$ cat src/asc_pkg.sv
// Package: register map, reset values and scan constants for the scan and pin config block
//
// Function
// - A scan-select bit of 1 puts its analog input in the scan, a 0 skips it.
// - Upper scan-select bits 0 to 15 stand for analog inputs 16 to 31.
// - Lower scan-select bits 0 to 15 stand for analog inputs 0 to 15.
// - Every upper scan bit is writable, and a scanned slot with no input converts the low reference.
// - Every lower scan bit is writable, and a scanned slot with no input converts the low reference.
// - A pin-config bit of 1 makes the pin digital, enables its port read and grounds the mux input.
// - A pin-config bit of 0 makes the pin analog, disables its port read and the converter samples it.
// - Every pin-config bit is read/write, the second lower register only when HAS_SECOND is set, but bits of absent inputs touch no pin.
// - Upper pin-config bits map to pins 16 to 31 and lower bits to pins 0 to 15.
// - The second converter has no upper pin-config register and selects only inputs 0 to 15.
// - With two converters both lower pin-config registers affect the shared pins 0 to 15.
// - While the converter is disabled, pin-config bits do nothing and all shared pins are digital.
// - All scan-select and pin-config bits reset to 0.
package asc_pkg;
   localparam logic [7:0] ASC_OFS_SCAN_LOWER = 8'h00;
   localparam logic [7:0] ASC_OFS_SCAN_UPPER = 8'h04;
   localparam logic [7:0] ASC_OFS_PIN_DIGITAL_SELECT_BIT_LOWER = 8'h08;
   localparam logic [7:0] ASC_OFS_PIN_DIGITAL_SELECT_BIT_UPPER = 8'h0C;
   localparam logic [7:0] ASC_OFS_PCFG2_LOWER = 8'h10;
   localparam logic [7:0] ASC_OFS_SCAN_STATUS = 8'h14;
   localparam logic [15:0] ASC_REG_RESET = 16'h0000;
   localparam int ASC_NUM_SLOTS = 32;
   localparam int ASC_HALF_SLOTS = 16;
   localparam int ASC_IDX_W = 5;
   // Status layout: current slot in 4:0, slot-valid in 8
   localparam int ASC_STAT_SLOT_LSB = 0;
   localparam int ASC_STAT_VALID_BIT = 8;
endpackage

$ cat src/asc_top.sv
// Scan select and pin configuration registers with APB slave
`timescale 1ns/1ps
`default_nettype none
module asc_top
   import asc_pkg::*;
#(
   parameter int NUM_PINS = 24,
   parameter bit HAS_SECOND = 1'b1
) (
   input wire logic ref_clk,
   input wire logic rst_b,
   input wire logic clk_en,
   input wire logic psel,
   input wire logic penable,
   input wire logic pwrite,
   input wire logic [7:0] paddr,
   input wire logic [31:0] pwdata,
   output logic [31:0] prdata,
   output logic pready,
   output logic pslverr,
   input wire logic converter_module_disable,
   input wire logic scan_advance,
   output logic [ASC_IDX_W-1:0] scan_slot,
   output logic scan_slot_valid,
   output logic scan_use_reference_low,
   output logic [NUM_PINS-1:0] pin_digital_mode,
   output logic [NUM_PINS-1:0] port_read_enable,
   output logic [NUM_PINS-1:0] mux_to_analog_ground
);
   initial begin
      if (NUM_PINS < 1 || NUM_PINS > ASC_NUM_SLOTS) begin
         $error("asc_top: NUM_PINS out of range");
      end
   end

   // Reset release synchroniser
   logic rst_s1;
   logic rst_n;
   always_ff @(posedge ref_clk or negedge rst_b) begin
      if (!rst_b) begin
         rst_s1 <= 1'b0;
         rst_n <= 1'b0;
      end else begin
         rst_s1 <= 1'b1;
         rst_n <= rst_s1;
      end
   end

   // Disable input crosses from another block
   logic dis_s1;
   logic dis_s2;
   always_ff @(posedge ref_clk or negedge rst_n) begin
      if (!rst_n) begin
         dis_s1 <= 1'b0;
         dis_s2 <= 1'b0;
      end else if (clk_en) begin
         dis_s1 <= converter_module_disable;
         dis_s2 <= dis_s1;
      end
   end

   logic [15:0] scan_lower;
   logic [15:0] scan_upper;
   logic [15:0] pin_digital_select_bit_lower;
   logic [15:0] pin_digital_select_bit_upper;
   logic [15:0] pcfg2_lower;

   logic wr_en;
   logic rd_en;
   logic addr_ok;
   assign wr_en = psel && penable && pwrite && clk_en;
   assign rd_en = psel && penable && !pwrite && clk_en;

   // Address decode
   function automatic logic known_addr(input logic [7:0] a);
      known_addr = (a == ASC_OFS_SCAN_LOWER) || (a == ASC_OFS_SCAN_UPPER) ||
                   (a == ASC_OFS_PIN_DIGITAL_SELECT_BIT_LOWER) || (a == ASC_OFS_PIN_DIGITAL_SELECT_BIT_UPPER) ||
                   (a == ASC_OFS_PCFG2_LOWER && HAS_SECOND) ||
                   (a == ASC_OFS_SCAN_STATUS);
   endfunction
   assign addr_ok = known_addr(paddr);

   // Zero-wait answer; unmapped gets an error
   assign pready = 1'b1;
   assign pslverr = psel && penable && !addr_ok;

   // Scan-select registers, all 16 bits writable
   always_ff @(posedge ref_clk or negedge rst_n) begin
      if (!rst_n) begin
         scan_lower <= ASC_REG_RESET;
         scan_upper <= ASC_REG_RESET;
      end else if (wr_en) begin
         if (paddr == ASC_OFS_SCAN_LOWER) begin
            scan_lower <= pwdata[15:0];
         end
         if (paddr == ASC_OFS_SCAN_UPPER) begin
            scan_upper <= pwdata[15:0];
         end
      end
   end

   // Pin-config registers, all bits read/write; pcfg2_lower only with HAS_SECOND
   always_ff @(posedge ref_clk or negedge rst_n) begin
      if (!rst_n) begin
         pin_digital_select_bit_lower <= ASC_REG_RESET;
         pin_digital_select_bit_upper <= ASC_REG_RESET;
         pcfg2_lower <= ASC_REG_RESET;
      end else if (wr_en) begin
         if (paddr == ASC_OFS_PIN_DIGITAL_SELECT_BIT_LOWER) begin
            pin_digital_select_bit_lower <= pwdata[15:0];
         end
         if (paddr == ASC_OFS_PIN_DIGITAL_SELECT_BIT_UPPER) begin
            pin_digital_select_bit_upper <= pwdata[15:0];
         end
         if (paddr == ASC_OFS_PCFG2_LOWER && HAS_SECOND) begin
            pcfg2_lower <= pwdata[15:0];
         end
      end
   end

   // Scan mask: upper register is slots 16-31
   logic [ASC_NUM_SLOTS-1:0] scan_mask;
   assign scan_mask = {scan_upper, scan_lower};

   asc_scan_seq #(
      .NUM_SLOTS(ASC_NUM_SLOTS)
   ) u_seq (
      .ref_clk(ref_clk),
      .rst_n(rst_n),
      .clk_en(clk_en),
      .scan_mask(scan_mask),
      .advance(scan_advance),
      .slot(scan_slot),
      .slot_valid(scan_slot_valid)
   );

   // Slots with no physical input convert the low reference
   assign scan_use_reference_low = scan_slot_valid &&
                                   (32'(scan_slot) >= NUM_PINS);

   logic [NUM_PINS-1:0] pin_digital;
   logic [NUM_PINS-1:0] pin_analog;
   asc_pin_mode #(
      .NUM_PINS(NUM_PINS)
   ) u_pin (
      .pcfg1({pin_digital_select_bit_upper, pin_digital_select_bit_lower}),
      .pcfg2(pcfg2_lower),
      .has_second(HAS_SECOND),
      .module_disable(dis_s2),
      .pin_digital(pin_digital),
      .pin_analog(pin_analog)
   );

   // Pin outputs registered; only present pins exist, so absent bits drive nothing
   always_ff @(posedge ref_clk or negedge rst_n) begin
      if (!rst_n) begin
         pin_digital_mode <= '0;
         port_read_enable <= '0;
         mux_to_analog_ground <= '0;
      end else if (clk_en) begin
         pin_digital_mode <= pin_digital;
         port_read_enable <= ~pin_analog;
         mux_to_analog_ground <= pin_digital;
      end
   end

   // Read data, registered
   always_ff @(posedge ref_clk or negedge rst_n) begin
      if (!rst_n) begin
         prdata <= '0;
      end else if (psel && !penable && !pwrite && clk_en) begin
         prdata <= '0;
         case (paddr)
            ASC_OFS_SCAN_LOWER: prdata <= {16'h0000, scan_lower};
            ASC_OFS_SCAN_UPPER: prdata <= {16'h0000, scan_upper};
            ASC_OFS_PIN_DIGITAL_SELECT_BIT_LOWER: prdata <= {16'h0000, pin_digital_select_bit_lower};
            ASC_OFS_PIN_DIGITAL_SELECT_BIT_UPPER: prdata <= {16'h0000, pin_digital_select_bit_upper};
            ASC_OFS_PCFG2_LOWER: prdata <= HAS_SECOND ? {16'h0000, pcfg2_lower} : 32'h0000_0000;
            ASC_OFS_SCAN_STATUS: begin
               prdata[ASC_STAT_SLOT_LSB +: ASC_IDX_W] <= scan_slot;
               prdata[ASC_STAT_VALID_BIT] <= scan_slot_valid;
            end
            default: prdata <= 32'h0000_0000;
         endcase
      end
   end

   a_disable_digital: assert property (@(posedge ref_clk) disable iff (!rst_n)
      (clk_en && dis_s2) |=> (&pin_digital_mode))
      else $error("pin left analog while disabled");
   a_pin_digital_select_bit_analog: assert property (@(posedge ref_clk) disable iff (!rst_n)
      (clk_en && !dis_s2 && pin_digital_select_bit_lower[0] == 1'b0 && !(HAS_SECOND && pcfg2_lower[0]))
      |=> !port_read_enable[0])
      else $error("pin 0 not analog");
   a_pin_digital_select_bit_digital: assert property (@(posedge ref_clk) disable iff (!rst_n)
      (clk_en && pin_digital_select_bit_lower[0]) |=> (mux_to_analog_ground[0] && port_read_enable[0]))
      else $error("pin 0 not digital");
   a_scan_write: assert property (@(posedge ref_clk) disable iff (!rst_n)
      (wr_en && paddr == ASC_OFS_SCAN_LOWER) |=> scan_mask[15:0] == $past(pwdata[15:0]))
      else $error("lower scan write lost");
   a_upper_write: assert property (@(posedge ref_clk) disable iff (!rst_n)
      (wr_en && paddr == ASC_OFS_SCAN_UPPER) |=> scan_mask[31:16] == $past(pwdata[15:0]))
      else $error("upper scan write lost");
   a_skip_empty: assert property (@(posedge ref_clk) disable iff (!rst_n)
      (clk_en && scan_advance && scan_mask == 32'h0000_0000) |=> !scan_slot_valid)
      else $error("scan valid with empty mask");
   a_ref_low: assert property (@(posedge ref_clk) disable iff (!rst_n)
      (scan_slot_valid && 32'(scan_slot) >= NUM_PINS) |-> scan_use_reference_low)
      else $error("absent slot not on reference");
   a_second_pin_digital_select_bit: assert property (@(posedge ref_clk) disable iff (!rst_n)
      (clk_en && HAS_SECOND && pcfg2_lower[1]) |=> pin_digital_mode[1])
      else $error("second config ignored");
endmodule
`default_nettype wire

$ cat src/asc_scan_seq.sv
// Scan sequencer stepping through selected inputs in ascending order
`timescale 1ns/1ps
`default_nettype none
module asc_scan_seq
   import asc_pkg::*;
#(
   parameter int NUM_SLOTS = ASC_NUM_SLOTS
) (
   input wire logic ref_clk,
   input wire logic rst_n,
   input wire logic clk_en,
   input wire logic [NUM_SLOTS-1:0] scan_mask,
   input wire logic advance,
   output logic [ASC_IDX_W-1:0] slot,
   output logic slot_valid
);
   initial begin
      if (NUM_SLOTS < 2 || NUM_SLOTS > (1 << ASC_IDX_W)) begin
         $error("asc_scan_seq: NUM_SLOTS out of range");
      end
   end

   // Next selected slot above cur, else lowest selected
   function automatic logic [ASC_IDX_W-1:0] next_sel(input logic [NUM_SLOTS-1:0] m,
                                                      input logic [ASC_IDX_W-1:0] cur);
      logic [ASC_IDX_W-1:0] low;
      logic [ASC_IDX_W-1:0] up;
      logic found_low;
      logic found_up;
      low = '0;
      up = '0;
      found_low = 1'b0;
      found_up = 1'b0;
      for (int i = NUM_SLOTS - 1; i >= 0; i--) begin
         if (m[i]) begin
            low = ASC_IDX_W'(i);
            found_low = 1'b1;
            if (ASC_IDX_W'(i) > cur) begin
               up = ASC_IDX_W'(i);
               found_up = 1'b1;
            end
         end
      end
      next_sel = found_up ? up : (found_low ? low : cur);
   endfunction

   logic any_sel;
   assign any_sel = |scan_mask;

   // Slot pointer, moved on each conversion request while any slot is selected
   always_ff @(posedge ref_clk or negedge rst_n) begin
      if (!rst_n) begin
         slot <= '0;
      end else if (clk_en && advance && any_sel) begin
         slot <= next_sel(scan_mask, slot);
      end
   end

   // Current slot is a selected one
   always_ff @(posedge ref_clk or negedge rst_n) begin
      if (!rst_n) begin
         slot_valid <= 1'b0;
      end else if (clk_en) begin
         slot_valid <= advance ? any_sel : (slot_valid & scan_mask[slot]);
      end
   end

   a_seq_ascend: assert property (@(posedge ref_clk) disable iff (!rst_n)
      (clk_en && advance && scan_mask[slot] && (scan_mask >> (slot + 1)) != 0)
      |=> slot > $past(slot))
      else $error("scan did not step upward");
endmodule
`default_nettype wire

$ cat src/asc_pin_mode.sv
// Pin mode logic: analog or digital per shared pin
`timescale 1ns/1ps
`default_nettype none
module asc_pin_mode
   import asc_pkg::*;
#(
   parameter int NUM_PINS = ASC_NUM_SLOTS
) (
   input wire logic [ASC_NUM_SLOTS-1:0] pcfg1,
   input wire logic [ASC_HALF_SLOTS-1:0] pcfg2,
   input wire logic has_second,
   input wire logic module_disable,
   output logic [NUM_PINS-1:0] pin_digital,
   output logic [NUM_PINS-1:0] pin_analog
);
   initial begin
      if (NUM_PINS < 1 || NUM_PINS > ASC_NUM_SLOTS) begin
         $error("asc_pin_mode: NUM_PINS out of range");
      end
   end

   // Digital when disabled or any config bit set
   always_comb begin
      for (int i = 0; i < NUM_PINS; i++) begin
         pin_digital[i] = module_disable | pcfg1[i];
         if (i < ASC_HALF_SLOTS) begin
            pin_digital[i] = pin_digital[i] | (has_second & pcfg2[i[3:0]]);
         end
         pin_analog[i] = ~pin_digital[i];
      end
   end
endmodule
`default_nettype wire

$ cat config.mk
export PLATFORM = sky130hd
export DESIGN_NAME = asc_top
export DESIGN_NICKNAME = d
export VERILOG_FILES = /design/src/asc_pkg.sv /design/src/asc_top.sv /design/src/asc_scan_seq.sv /design/src/asc_pin_mode.sv
export SDC_FILE = /design/constraint.sdc
export NUM_CORES = 1
export LEC_CHECK = 0
export ABC_AREA = 1
export BUFFER_PORTS_ARGS = -buffer_cell sky130_fd_sc_hd__buf_2
export CAP_MARGIN = 20
export CORE_MARGIN = 4
export CORE_UTILIZATION = 45
export CTS_CLUSTER_DIAMETER = 60
export DETAILED_ROUTE_END_ITERATION = 8
export MAX_ROUTING_LAYER = met4
export PLACE_DENSITY_LB_ADDON = 0.2
export SLEW_MARGIN = 10
export SYNTH_ARGS = -nofsm -noshare
export SYNTH_HDL_FRONTEND = slang
export SYNTH_SLANG_ARGS = --single-unit
$ cat constraint.sdc
create_clock -name ref_clk -period 9.07 [get_ports ref_clk]
set_input_delay 1.3605 -clock ref_clk [delete_from_list [all_inputs] [get_ports ref_clk]]
set_output_delay 1.3605 -clock ref_clk [all_outputs]
set_load 0.05 [all_outputs]
==> summary.txt <==
Run status
  • Status: finished, final reports clean

Clock network
  • Cts bufs inserted: 17
  • # hold bufs at CTS: 0
  • Clock slew at reported path FFs: 60 ps
  • Clk_lat worst skew: 420 ps
  • Setup bufs post-CTS: 0
  • CTS Buffer Depth: 2
  • Clock sinks: 130
  • Root buffer cell: clkbuf_16
  • Htree depth: 4
  • CTS resizes: 0
  • CTS tree: done

Setup path
  • Critical Path Start Type: primary input
  • CP max stage delay: 890 ps
  • Setup CP Type: in -> reg
  • CP max stage cell: nand2_1
  • CP max FO: 32
  • Crit path launch: paddr[7]
  • Nature of the critical path endpoint: flip-flop
  • CP required: 9380 ps
  • CP arrival: 4460 ps
  • CP cell instances: buf_2 > nor2_1 > inv_1 > nor2_1 > inv_1 > nor2_1 > inv_1 > nor3_1 > inv_1 > nor2_1 > nand2_1 > o21ai_0
  • Worst reg2reg startpoint: u_seq.slot[3]

Drt
  • Via-to-Cell Ratio: 5.31
  • WL/cell: 17.5 um
  • Final WL: 21900 um
  • Initial DRC count: 622
  • Drt pass-1 iters: 5
  • Routed vias: 6650
  • Final ANT Viol Nets: 0
  • Post-route DRC: 0

Pwr
  • Total chip power: 1.93 mW
  • Cell Pwr Density: 236 nW/um^2
  • Max IR drop VDD: 0.186 mV
  • Cell leakage power: 4.06 nW

Final layout
  • Post-layout util: 0.517
  • Final #Nets: 1071
  • Fin cells: 1252
  • Post-route cell area: 8180 um^2
  • Commonest non-fill, non-tap cell in the layout: nand2_1
  • Fillers: 1584
  • N_diodes: 0
  • Commonest cells after routing, fill and taps aside: nand2_1 (244), dfrtp_1 (129), buf_2 (127), o21ai_0 (99), inv_1 (93)
  • Proportion of layout cells with a drive suffix above 1: 0.177
  • Area Overhead vs Synth: 13.0%

Floorplanning
  • Io pins: 161
  • Die Wd: 135 um
  • Starting Density: 0.457
  • Core area: 15800 um^2
  • Die H: 135 um
  • Row cnt: 46
  • Die area: 18200 um^2

Worst hold path
  • Hold path start: rst_s1
  • Tightest Hold Check Type: reg -> reg

Synthesis
  • Largest family of logic cells by synthesized area: simple AND/OR/NAND/NOR gates
  • Mapped Cells: 958
  • Yosys warnings: 0
  • Synth area leader: dfrtp_1
  • Xor/xnor share of the synthesized area: 0
  • Post-Synth Simple-Gate Area: 0.208
  • Seq/Total Area, Yosys: 0.449
  • Post-synth EDFFs: 0
  • Area share of the largest cell type after synthesis: 0.449
  • Post-synth ARST share: 1.00
  • Post-synthesis mux area share: 0
  • Distinct cells, synth: 44
  • Synthesized cell area: 7240 um^2
  • Register bit count reported by yosys: 130
  • Syn_area_per_cell: 7.56 um^2
  • Post-synthesis compound-gate area fraction: 0.194
  • Ys flop type: dfrtp_1
  • Synth top area cells: dfrtp_1 (45%), nand2_1 (13%), buf_4 (6.8%)
  • Synth Area in Adders: 0

Timing
  • Final setup viols: 0
  • Max-slew headroom: 0.314
  • Final worst path period share: 0.457
  • Clock skew: 5.17 ps
  • Tmin final: 4140 ps
  • Fmax: 241 MHz
  • Final Max Tran Viols: 0
  • Fin. Hold Viols: 0
  • Setup TNS: 0 ps
  • Slew of the pin with the lowest slew margin: 1030 ps
  • RSZ-0062 raised after global routing: no

Global routing
  • Largest net degree at the start of global routing: 66
  • Global route total overflow: 0
  • Number of global-route vias before repair: 6251
  • First-pass GRT wire length: 34600 um
  • Gr usage total: 0.252
  • Initial antenna violation count: 0

Run
  • Max-cap viol count: 0

Place
  • Placed cell areas: 7580 um^2
  • PortBufs: 127
  • Gp weighted congestion: 0.975
  • Dpl hpwl: 16000 um
  • Placed insts: 1219
-- critical path: cells and delay by family --
family / cells / cell delay [ps]
AND/OR/NAND/NOR: 6 / 2330
AO/OA/AOI/OAI: 1 / 420
buffers and inverters: 5 / 340
-- final cells by class --
cell class | instances | area [um^2] | share of cell area
sequential | 130 | 3260 | 0.398
timing repair buffer | 133 | 701 | 0.0856
clock buffer | 20 | 447 | 0.0546
multi-input combinational | 636 | 2980 | 0.364
tap | 216 | 270 | 0.0330
clock inverter | 12 | 131 | 0.0161
inverter | 105 | 400 | 0.0489
-- cell usage after synthesis (2+ instances only) --
cell       number
a2111oi_0       6
a211oi_1        3
a21oi_1        53
a221oi_1        9
a22oi_1         2
a311oi_1        2
a31oi_1         9
buf_2           3
buf_4          66
buf_6           4
clkbuf_1       30
clkinv_1        4
conb_1          2
dfrtp_1       130
inv_1          93
inv_2           6
nand2_1       244
nand2_4         2
nand3_1        15
nand3_2         2
nand4_1         4
nor2_1         92
nor2_2          3
nor3_1         10
nor4_1          2
o2111ai_1       4
o211ai_1        6
o21ai_0        99
o21ai_1        23
o221ai_1        7
o22ai_1         6
o311ai_1        3
o31ai_1         3
-- cell families (layout without fill, tap and decap cells) --
group	Yosys count	count (layout)
DFF	130	130
AOI/OAI and AO/OA	242	242
and+or+nand+nor	376	376
other	2	18
buffers and inverters	208	270
-- sequential cells by signal, summed over array words and instances, names as in the netlist --
| signal | flops |
|---|---|
| pcfg2_lower | 16 |
| scan_upper | 16 |
| rst_n | 1 |
| pin_digital_select_bit_upper | 16 |
| prdata | 16 |
| dis_s1 | 1 |
| scan_lower | 16 |
| rst_s1 | 1 |
| port_read_enable | 24 |
| dis_s2 | 1 |
| u_seq.slot | 5 |
| u_seq.slot_valid | 1 |
| pin_digital_select_bit_lower | 16 |
-- path summary, 6_finish.rpt --
kind / to / slack (ps) / cells past startpoint
worst max-delay path: pin_digital_select_bit_upper[15] / 4930 / 12
worst min-delay path: rst_n / 350 / 0
worst max register to register: u_seq.slot[0] / 5980 / 32
worst min register to register: rst_n / 350 / 0
max in group asynchronous: port_read_enable[0] / 7300 / 1
min in group asynchronous: port_read_enable[13] / 440 / 0
-- where the power goes --
part | leakage (nW) | switching, mW | internal, mW
Sequential | 1.73 | 0.0689 | 0.614
Combinational | 2.05 | 0.450 | 0.118
Clock | 0.285 | 0.266 | 0.412
-- layer usage --
metal	vias to the layer above	track usage	wire (um)
met1	3166	0.350	9800
met3	27	0.0447	1430
met2	254	0.384	10300
met5	-	-	0
met4	0	0.0673	374
li1	3203	-	-
-- through the flow --
step	setup WS [ps]	hold WS, ps
floorplan	4770	331
global placement	4570	337
detailed placement	4490	341
CTS	4920	356
global route	4500	358
finish	4930	353
(Power assumes the default switching activity.)
